**config.mk**
```make
export PLATFORM = sky130hd
export DESIGN_NAME = branch_and_bit_set_exec
export DESIGN_NICKNAME = d
export VERILOG_FILES = /design/src/shared/exec_pkg.sv /design/src/hw/branch_and_bit_set_exec.sv
export SDC_FILE = /design/constraint.sdc
export NUM_CORES = 1
export LEC_CHECK = 0
export ABC_AREA = 0
export BUFFER_PORTS_ARGS = -buffer_cell sky130_fd_sc_hd__buf_2
export CORE_ASPECT_RATIO = 1.75
export CORE_MARGIN = 2
export CORE_UTILIZATION = 57
export DETAILED_ROUTE_END_ITERATION = 10
export PLACE_DENSITY = 0.77
export SLEW_MARGIN = 20
export SYNTH_ARGS = -nofsm -noshare
export SYNTH_HDL_FRONTEND = slang
export SYNTH_SLANG_ARGS = --single-unit
```
**constraint.sdc**
```tcl
create_clock -name sys_clk_in -period 4.04 [get_ports sys_clk_in]
set_clock_uncertainty 0.1 [all_clocks]
set_input_delay 0.404 -clock sys_clk_in [delete_from_list [all_inputs] [get_ports sys_clk_in]]
set_output_delay 0.404 -clock sys_clk_in [all_outputs]
set_load 0.05 [all_outputs]
```
**src/shared/exec_pkg.sv**
```systemverilog
// Constants and types shared by the jump and set-bit execution logic.
// Assumes one core clock with every instruction cycle split into four quarters.
package exec_pkg;

    localparam int          PC_W           = 21;
    localparam int          OFF_W          = 11;
    localparam int          FADDR_W        = 12;
    localparam logic [20:0] PC_RESET       = 21'h000000;
    localparam logic [20:0] PC_STEP        = 21'h000002;
    localparam logic [3:0]  OPC_JUMP       = 4'hd;
    localparam logic [3:0]  OPC_SETBIT     = 4'h8;
    localparam int          OPC_POS        = 12;
    localparam int          BIT_POS        = 9;
    localparam int          MODE_POS       = 8;
    localparam logic [7:0]  IDX_LIMIT      = 8'h5f;
    localparam logic [7:0]  ACCESS_SPLIT   = 8'h80;
    localparam logic [3:0]  ACCESS_LO_BANK = 4'h0;
    localparam logic [3:0]  ACCESS_HI_BANK = 4'hf;
    localparam logic [7:0]  BIT_ONE        = 8'h01;
    localparam int          QUARTERS       = 4;

    typedef enum logic [1:0] {
        Q1 = 2'b00,
        Q2 = 2'b01,
        Q3 = 2'b11,
        Q4 = 2'b10
    } quarter_e;

    typedef enum logic [1:0] {
        OP_NONE   = 2'h0,
        OP_JUMP   = 2'h1,
        OP_SETBIT = 2'h2
    } op_e;

    typedef struct packed {
        logic [11:0] addr;
        logic        rd;
        logic        wr;
        logic [7:0]  wdata;
        logic        indexed;
    } file_req_s;

endpackage

```
**src/hw/branch_and_bit_set_exec.sv**
```systemverilog
// Execution logic for the relative jump and the set-bit file register instruction.
// Assumes the fetch logic presents the instruction word in quarter Q1 and the file
// register memory returns read data combinationally in the quarter that reads.
// Operation
// RULE1 - A relative jump loads the program counter with the jump address plus 2 plus twice the offset.
// RULE2 - The jump offset is a two's complement word count from -1024 through 1023.
// RULE3 - A relative jump is decoded from top opcode bits 1101 with an eleven-bit offset below.
// RULE4 - A relative jump is one word and two cycles, the second cycle doing nothing.
// RULE5 - The set-bit instruction forces the chosen bit 0 to 7 to one and keeps the others.
// RULE6 - The set-bit instruction has top nibble 1000, then bit index, bank-mode flag and file address.
// RULE7 - With the bank-mode flag at zero the quick-access bank is used whatever the bank pointer holds.
// RULE8 - With the bank-mode flag at one the bank comes from the bank select pointer.
// RULE9 - With the extended set on and the flag at zero, addresses up to 95 use indexed literal offset.
// RULE10 - The set-bit instruction reads in Q2, modifies in Q3 and writes in Q4 without touching flags.
`timescale 1ns/1ps

module branch_and_bit_set_exec
    import exec_pkg::*;
(
    input  wire logic               sys_clk_in,
    input  wire logic               rst_n_in,
    input  wire logic [15:0]        instr_in,
    input  wire logic [3:0]         bank_select_pointer_in,
    input  wire logic               ext_set_en_in,
    input  wire logic [FADDR_W-1:0] index_base_in,
    input  wire logic [7:0]         file_rdata_in,
    output logic [PC_W-1:0]         pc_out,
    output file_req_s               file_req_out,
    output logic                    nop_cycle_out,
    output quarter_e                quarter_out
);

    quarter_e          q_reg;
    quarter_e          q_next;
    op_e               op_reg;
    op_e               op_next;
    logic [15:0]       ir_reg;
    logic [15:0]       ir_next;
    logic [PC_W-1:0]   pc_reg;
    logic [PC_W-1:0]   pc_next;
    logic [PC_W-1:0]   off_reg;
    logic [PC_W-1:0]   off_next;
    logic [PC_W-1:0]   target_reg;
    logic [PC_W-1:0]   target_next;
    logic [7:0]        rd_data_reg;
    logic [7:0]        rd_data_next;
    logic              flush_reg;
    logic              flush_next;
    file_req_s         req_reg;
    file_req_s         req_next;
    logic [7:0]        f_addr;
    logic [2:0]        bit_sel;
    logic              mode_bit;

    assign f_addr   = instr_in[7:0];
    assign bit_sel  = ir_reg[BIT_POS+2:BIT_POS];
    assign mode_bit = instr_in[MODE_POS];

    always_comb begin
        q_next       = q_reg;
        op_next      = op_reg;
        ir_next      = ir_reg;
        pc_next      = pc_reg;
        off_next     = off_reg;
        target_next  = target_reg;
        rd_data_next = rd_data_reg;
        flush_next   = flush_reg;
        req_next     = req_reg;
        unique case (q_reg)
            Q1: begin
                q_next  = Q2;
                op_next = OP_NONE;
                if (!flush_reg) begin
                    ir_next = instr_in;
                    // RULE3 jump opcode decode.
                    if (instr_in[15:OPC_POS] == OPC_JUMP) begin
                        op_next = OP_JUMP;
                    end
                    // RULE6 set-bit opcode decode.
                    if (instr_in[15:OPC_POS] == OPC_SETBIT) begin
                        op_next            = OP_SETBIT;
                        req_next.rd        = 1'b1;
                        req_next.indexed   = 1'b0;
                        if (mode_bit) begin
                            // RULE8 banked by pointer.
                            req_next.addr = {bank_select_pointer_in, f_addr};
                        end else if (ext_set_en_in && f_addr <= IDX_LIMIT) begin
                            // RULE9 indexed literal offset.
                            req_next.addr    = index_base_in + {4'h0, f_addr};
                            req_next.indexed = 1'b1;
                        end else if (f_addr < ACCESS_SPLIT) begin
                            // RULE7 quick-access bank low.
                            req_next.addr = {ACCESS_LO_BANK, f_addr};
                        end else begin
                            req_next.addr = {ACCESS_HI_BANK, f_addr};
                        end
                    end
                end
            end
            Q2: begin
                q_next      = Q3;
                req_next.rd = 1'b0;
                if (op_reg == OP_JUMP) begin
                    // RULE2 sign extend offset.
                    off_next = {{(PC_W-OFF_W){ir_reg[OFF_W-1]}}, ir_reg[OFF_W-1:0]};
                end
                if (op_reg == OP_SETBIT) begin
                    // RULE10 read in Q2.
                    rd_data_next = file_rdata_in;
                end
            end
            Q3: begin
                q_next = Q4;
                if (op_reg == OP_JUMP) begin
                    // RULE1 target computation.
                    target_next = pc_reg + PC_STEP + {off_reg[PC_W-2:0], 1'b0};
                end
                if (op_reg == OP_SETBIT) begin
                    // RULE5 set chosen bit.
                    req_next.wdata = rd_data_reg | (BIT_ONE << bit_sel);
                    req_next.wr    = 1'b1;
                end
            end
            Q4: begin
                q_next      = Q1;
                req_next.wr = 1'b0;
                // RULE4 second cycle idle.
                flush_next  = (op_reg == OP_JUMP);
                if (op_reg == OP_JUMP) begin
                    pc_next = target_reg;
                end else if (!flush_reg) begin
                    pc_next = pc_reg + PC_STEP;
                end
            end
        endcase
    end

    always_ff @(posedge sys_clk_in) begin
        if (!rst_n_in) begin
            q_reg       <= Q1;
            op_reg      <= OP_NONE;
            ir_reg      <= 16'h0000;
            pc_reg      <= PC_RESET;
            off_reg     <= '0;
            target_reg  <= '0;
            rd_data_reg <= 8'h00;
            flush_reg   <= 1'b0;
            req_reg     <= '0;
        end else begin
            q_reg       <= q_next;
            op_reg      <= op_next;
            ir_reg      <= ir_next;
            pc_reg      <= pc_next;
            off_reg     <= off_next;
            target_reg  <= target_next;
            rd_data_reg <= rd_data_next;
            flush_reg   <= flush_next;
            req_reg     <= req_next;
        end
    end

    assign pc_out        = pc_reg;
    assign file_req_out  = req_reg;
    assign nop_cycle_out = flush_reg;
    assign quarter_out   = q_reg;
endmodule

```
After elaboration in Yosys (flattened, before gate mapping)
Cells that the tools add are included.
Cells by class
  shift-type cells: 1
  bitwise logic cells: 2
  reduce and logical (&&, ||, !) cells: 13
  order comparisons: 2
  mux-type cells: 16
  equality and inequality tests: 11
  add/subtract/negate cells: 3
Operators with widths (number)
  $mux W21: 2
  $mux W12: 3
  $add A21 B2 Y21 const B: 1
  $add A21 B21 Y21: 1
  $reduce_and A2 Y1: 7
  $add A12 B8 Y12: 1
  $mux W9: 1
  $eq A4 B4 Y1 const B: 2
  $le A8 B7 Y1 const B: 1
  $lt A8 B8 Y1 const B: 1
  $or A8 B8 Y8: 1
  $pmux W2 S4: 1
  $shl A1 B3 Y8 const A: 1
  $eq A2 B2 Y1 const B: 3
  $ne A2 B2 Y1 const B: 3
  $reduce_and A3 Y1: 2
  $mux W1: 5
  $eq A2 B1 Y1 const B: 2
  $mux W2: 2
  $pmux W1 S2: 2
  $reduce_bool A2 Y1: 2
  $logic_not A2 Y1: 1
  $ne A2 B1 Y1 const B: 1
  $logic_and A1 B1 Y1: 1
  $not A1 Y1: 1
Storage, ports and cells
  register bits: 101
  input port bits: 43
  output and inout port bits: 47

Depth between registers and ports, before layout
  word-level depth: 4
  depth in mapped cells: 13
  gate-level depth less buffers: 12

Worst setup path after synthesis
No wires, ideal clock.
  path kind: flip-flop to flip-flop
  from: register pc_reg[1], in the netlist pc_out[1]
  to: register target_reg[20]
  data required time: 3818 ps
  data arrival time: 3360 ps
  clock period less this slack: 3582 ps
  stages on the path, launching flop included: 14
  slack: 458 ps
  path buffers: 1
  setup time: 122 ps
  cell sequence: dfxtp_1 -> ha_1 -> nand3_1 -> nor4_2 -> nand3_1 -> xnor2_1 -> ha_1 -> clkbuf_1 -> nand2_1 -> nor4_1 -> o21ai_0 -> o211ai_1 -> nor3_1 -> a311o_1
Between the ends
  longest elaborated chain between the ends: 2
RTL lines
  start: declaration: RTL line branch_and_bit_set_exec.sv:39  | logic [PC_W-1:0] pc_reg;
  start signal: assignment: RTL line branch_and_bit_set_exec.sv:153  | pc_reg <= pc_next;
  $add A21 B2 Y21: RTL line branch_and_bit_set_exec.sv:116  | target_next = pc_reg + PC_STEP + {off_reg[PC_W-2:0], 1'b0};
  $add A21 B21 Y21: RTL line branch_and_bit_set_exec.sv:116
  end signal: assignment: RTL line branch_and_bit_set_exec.sv:155  | target_reg <= target_next;
  end: declaration: RTL line branch_and_bit_set_exec.sv:43  | logic [PC_W-1:0] target_reg;
Every way passes these cells.
A chain may end at the register's enable or synchronous reset.

Worst setup path after layout
Same ends and word-level chain as after synthesis.

==> flow_summary.json <==
{
  "final_util": 0.6689,
  "hold_buffers": 0,
  "worstHoldPathType": "input pin to flop",
  "critPathCaptureType": "flop",
  "grt_pass1_vias": 5528,
  "area_delta_synth_final_pct": 14.06,
  "cts_buffers": 9,
  "track_usage": 0.3123,
  "grt_pass1_wl_mm": 26.59,
  "critical_path_buf_inv_count": 0,
  "relSlewSlack": 0.3631,
  "htreeDepth": 3,
  "synth-edff-count": 0,
  "grt_max_degree": 44,
  "synthArstFlopShare": 0,
  "hold_viol_final": 0,
  "syn-num-nets": 829,
  "period_share": 0.8970,
  "dieArea_um2": 11050,
  "clkLatencyLatePin_ps": 360,
  "io_pins": 90,
  "antenna_found_initial": 0,
  "critPathKind": "flop to flop",
  "initial_core_util": 0.5865,
  "status": "complete, no violations",
  "path_max_fanout": 7,
  "cp.arrival_ps": 3770,
  "post_cts_buffers": 0,
  "slowest_delay_ps": 450,
  "tightest_slew_ps": 951.8,
  "startpoint_type": "flop",
  "yosys_warnings": 0,
  "place_congestion": 0.9402,
  "slowest_stage": "nor4_2",
  "drtPass1Iterations": 5,
  "critPathTopFamily": "compound AO/OA/AOI/OAI gates",
  "drive_gt1_frac": 0.1544,
  "synth.most_common_cell": "nand2_1",
  "routed_wl_mm": 16.96,
  "cp_cell_sequence": "ha_1 > nand3_1 > nor4_2 > xor2_1 > ha_1 > a21oi_1 > nor2_1 > o221ai_1 > o211ai_1 > and3b_1 > a311o_1",
  "peakVddDrop_mv": 0.2719,
  "synth-seq-cells": 101,
  "final_antenna_net_count": 0,
  "synth_top_area_frac": 0.3479,
  "root_buffer": "clkbuf_16",
  "portBuffers": 89,
  "num_rows": 48,
  "drt-initial-drc-count": 277,
  "power_density_nw_per_um2": 317.6,
  "grt-ovfl-total": 0,
  "vias_per_cell": 6.159,
  "antennaDiodeCount": 0,
  "synth.distinct_cells": 67,
  "die_x_um": 80.33,
  "post_cts_resized": 0,
  "hpwl_mm": 12.56,
  "synth.area.top_cells": "dfxtp_1 35%, a21oi_1 7.5%, nand2_1 7.4%",
  "yosys.area.top_type": "dfxtp_1",
  "clk_pin_slew_ps": 80,
  "seq_area_frac_synth": 0.3479,
  "cts_tree": "yes",
  "largest_reg_flops": 23,
  "synth_area_per_cell_um2": 7.698,
  "synthTopCellsByCount": "115 x nand2_1, 101 x dfxtp_1, 87 x a21oi_1",
  "p_leak_uw": 0.002655,
  "netlist_instances": 755,
  "synth_area_um2": 5812,
  "clock_sinks": 101,
  "wire_per_inst_um": 17.77,
  "rsz0062_at_grt": "no",
  "cap_violations": 0,
  "core_area_um2": 9910,
  "drc": 0,
  "final_nets": 898,
  "finalSetupViolCount": 0,
  "clock.fmax_ghz": 0.2759,
  "cp.required_ps": 4190,
  "dr_total_vias": 5876,
  "crit_top_cell": "ha_1",
  "period_needed_ps": 3624,
  "clockBufferDepth": 2,
  "fin_tns_setup_ps": 0,
  "chipHeight_um": 137.6,
  "drv_slew": 0,
  "synth_ff_type": "dfxtp_1"
}
## cell usage in the layout, fill, tap and decap left out, drive strengths merged, types with 17 or more instances in the layout
master  synthesis  routed
a21oi          87      87
o21ai          43      43
inv            26      28
nor2           66      66
ha             29      29
dfxtp         101     101
nand3          31      31
nand2         115     115
xnor2          25      25
nor3           17      17
buf             6      98
## cell type report
type,instances,area [µm²]
Multi-Input combinational cell,588,3535
Fill cell,878,3281
Sequential cell,101,2022
Timing Repair Buffer,98,513.0
Clock buffer,9,225.2
Tap cell,125,156.4
Inverter,26,97.59
Clock inverter,7,80.08
## per-layer routing
layer,up-vias,wire [µm],global-route usage
li1,2844,-,-
met1,2698,5916,0.3041
met2,244,8666,0.5500
met3,90,878,0.06684
met4,0,1495,0.2589
met5,-,0,0
## worst register-to-register path: cells and delay by family (launching register included)
family	cells	cell delay [ps]
xor+xnor	1	440
simple gates	4	940
fa+ha+maj	2	650
compound gates	4	950
flops	1	440
## final timing paths
| kind | slack [ps] | endpoint | start | depth (start not counted) |
|---|---|---|---|---|
| max | 420 | target_reg[20] | pc_out[1] | 11 |
| min | 180 | rd_data_reg[2] | file_rdata_in[2] | 3 |
| max reg2reg | 420 | target_reg[20] | pc_out[1] | 11 |
| min reg2reg | 350 | file_req_out[10] | file_req_out[10] | 2 |
## cells by family (layout without fill, tap and decap cells)
group | count (synthesis) | in the layout | synth area share
DFF | 101 | 101 | 0.3479
and+or+nand+nor | 288 | 288 | 0.2306
buffers and inverters | 66 | 140 | 0.04435
muxes | 9 | 9 | 0.01550
AOI/OAI and AO/OA | 225 | 225 | 0.2396
adders and majority gates | 31 | 31 | 0.06932
xor gates and xnor gates | 35 | 35 | 0.05274
## report_power, final
group	switching [µW]	internal [µW]	leakage, µW	total, µW
logic	131	69.9	0.00169	201
registers	15.9	1010	0.000817	1030
clock network	440	440	0.000145	879
## stage by stage
| step | area [µm²] | std cells | hold slack (ps) | power, µW | setup slack (ps) |
|---|---|---|---|---|---|
| floorplan | 5812 | 755 | 326.8 | 1180 | 458.4 |
| global placement | 6324 | 938 | 330.8 | 1239 | 697.7 |
| detailed placement | 6324 | 938 | 337.7 | 1247 | 572.9 |
| CTS | 6629 | 954 | 176.1 | 2115 | 558.9 |
| global route | 6629 | 954 | 186.7 | 2173 | 178.2 |
| finish | 6629 | 954 | 178.1 | 2106 | 416.1 |
(Power assumes the default switching activity.)
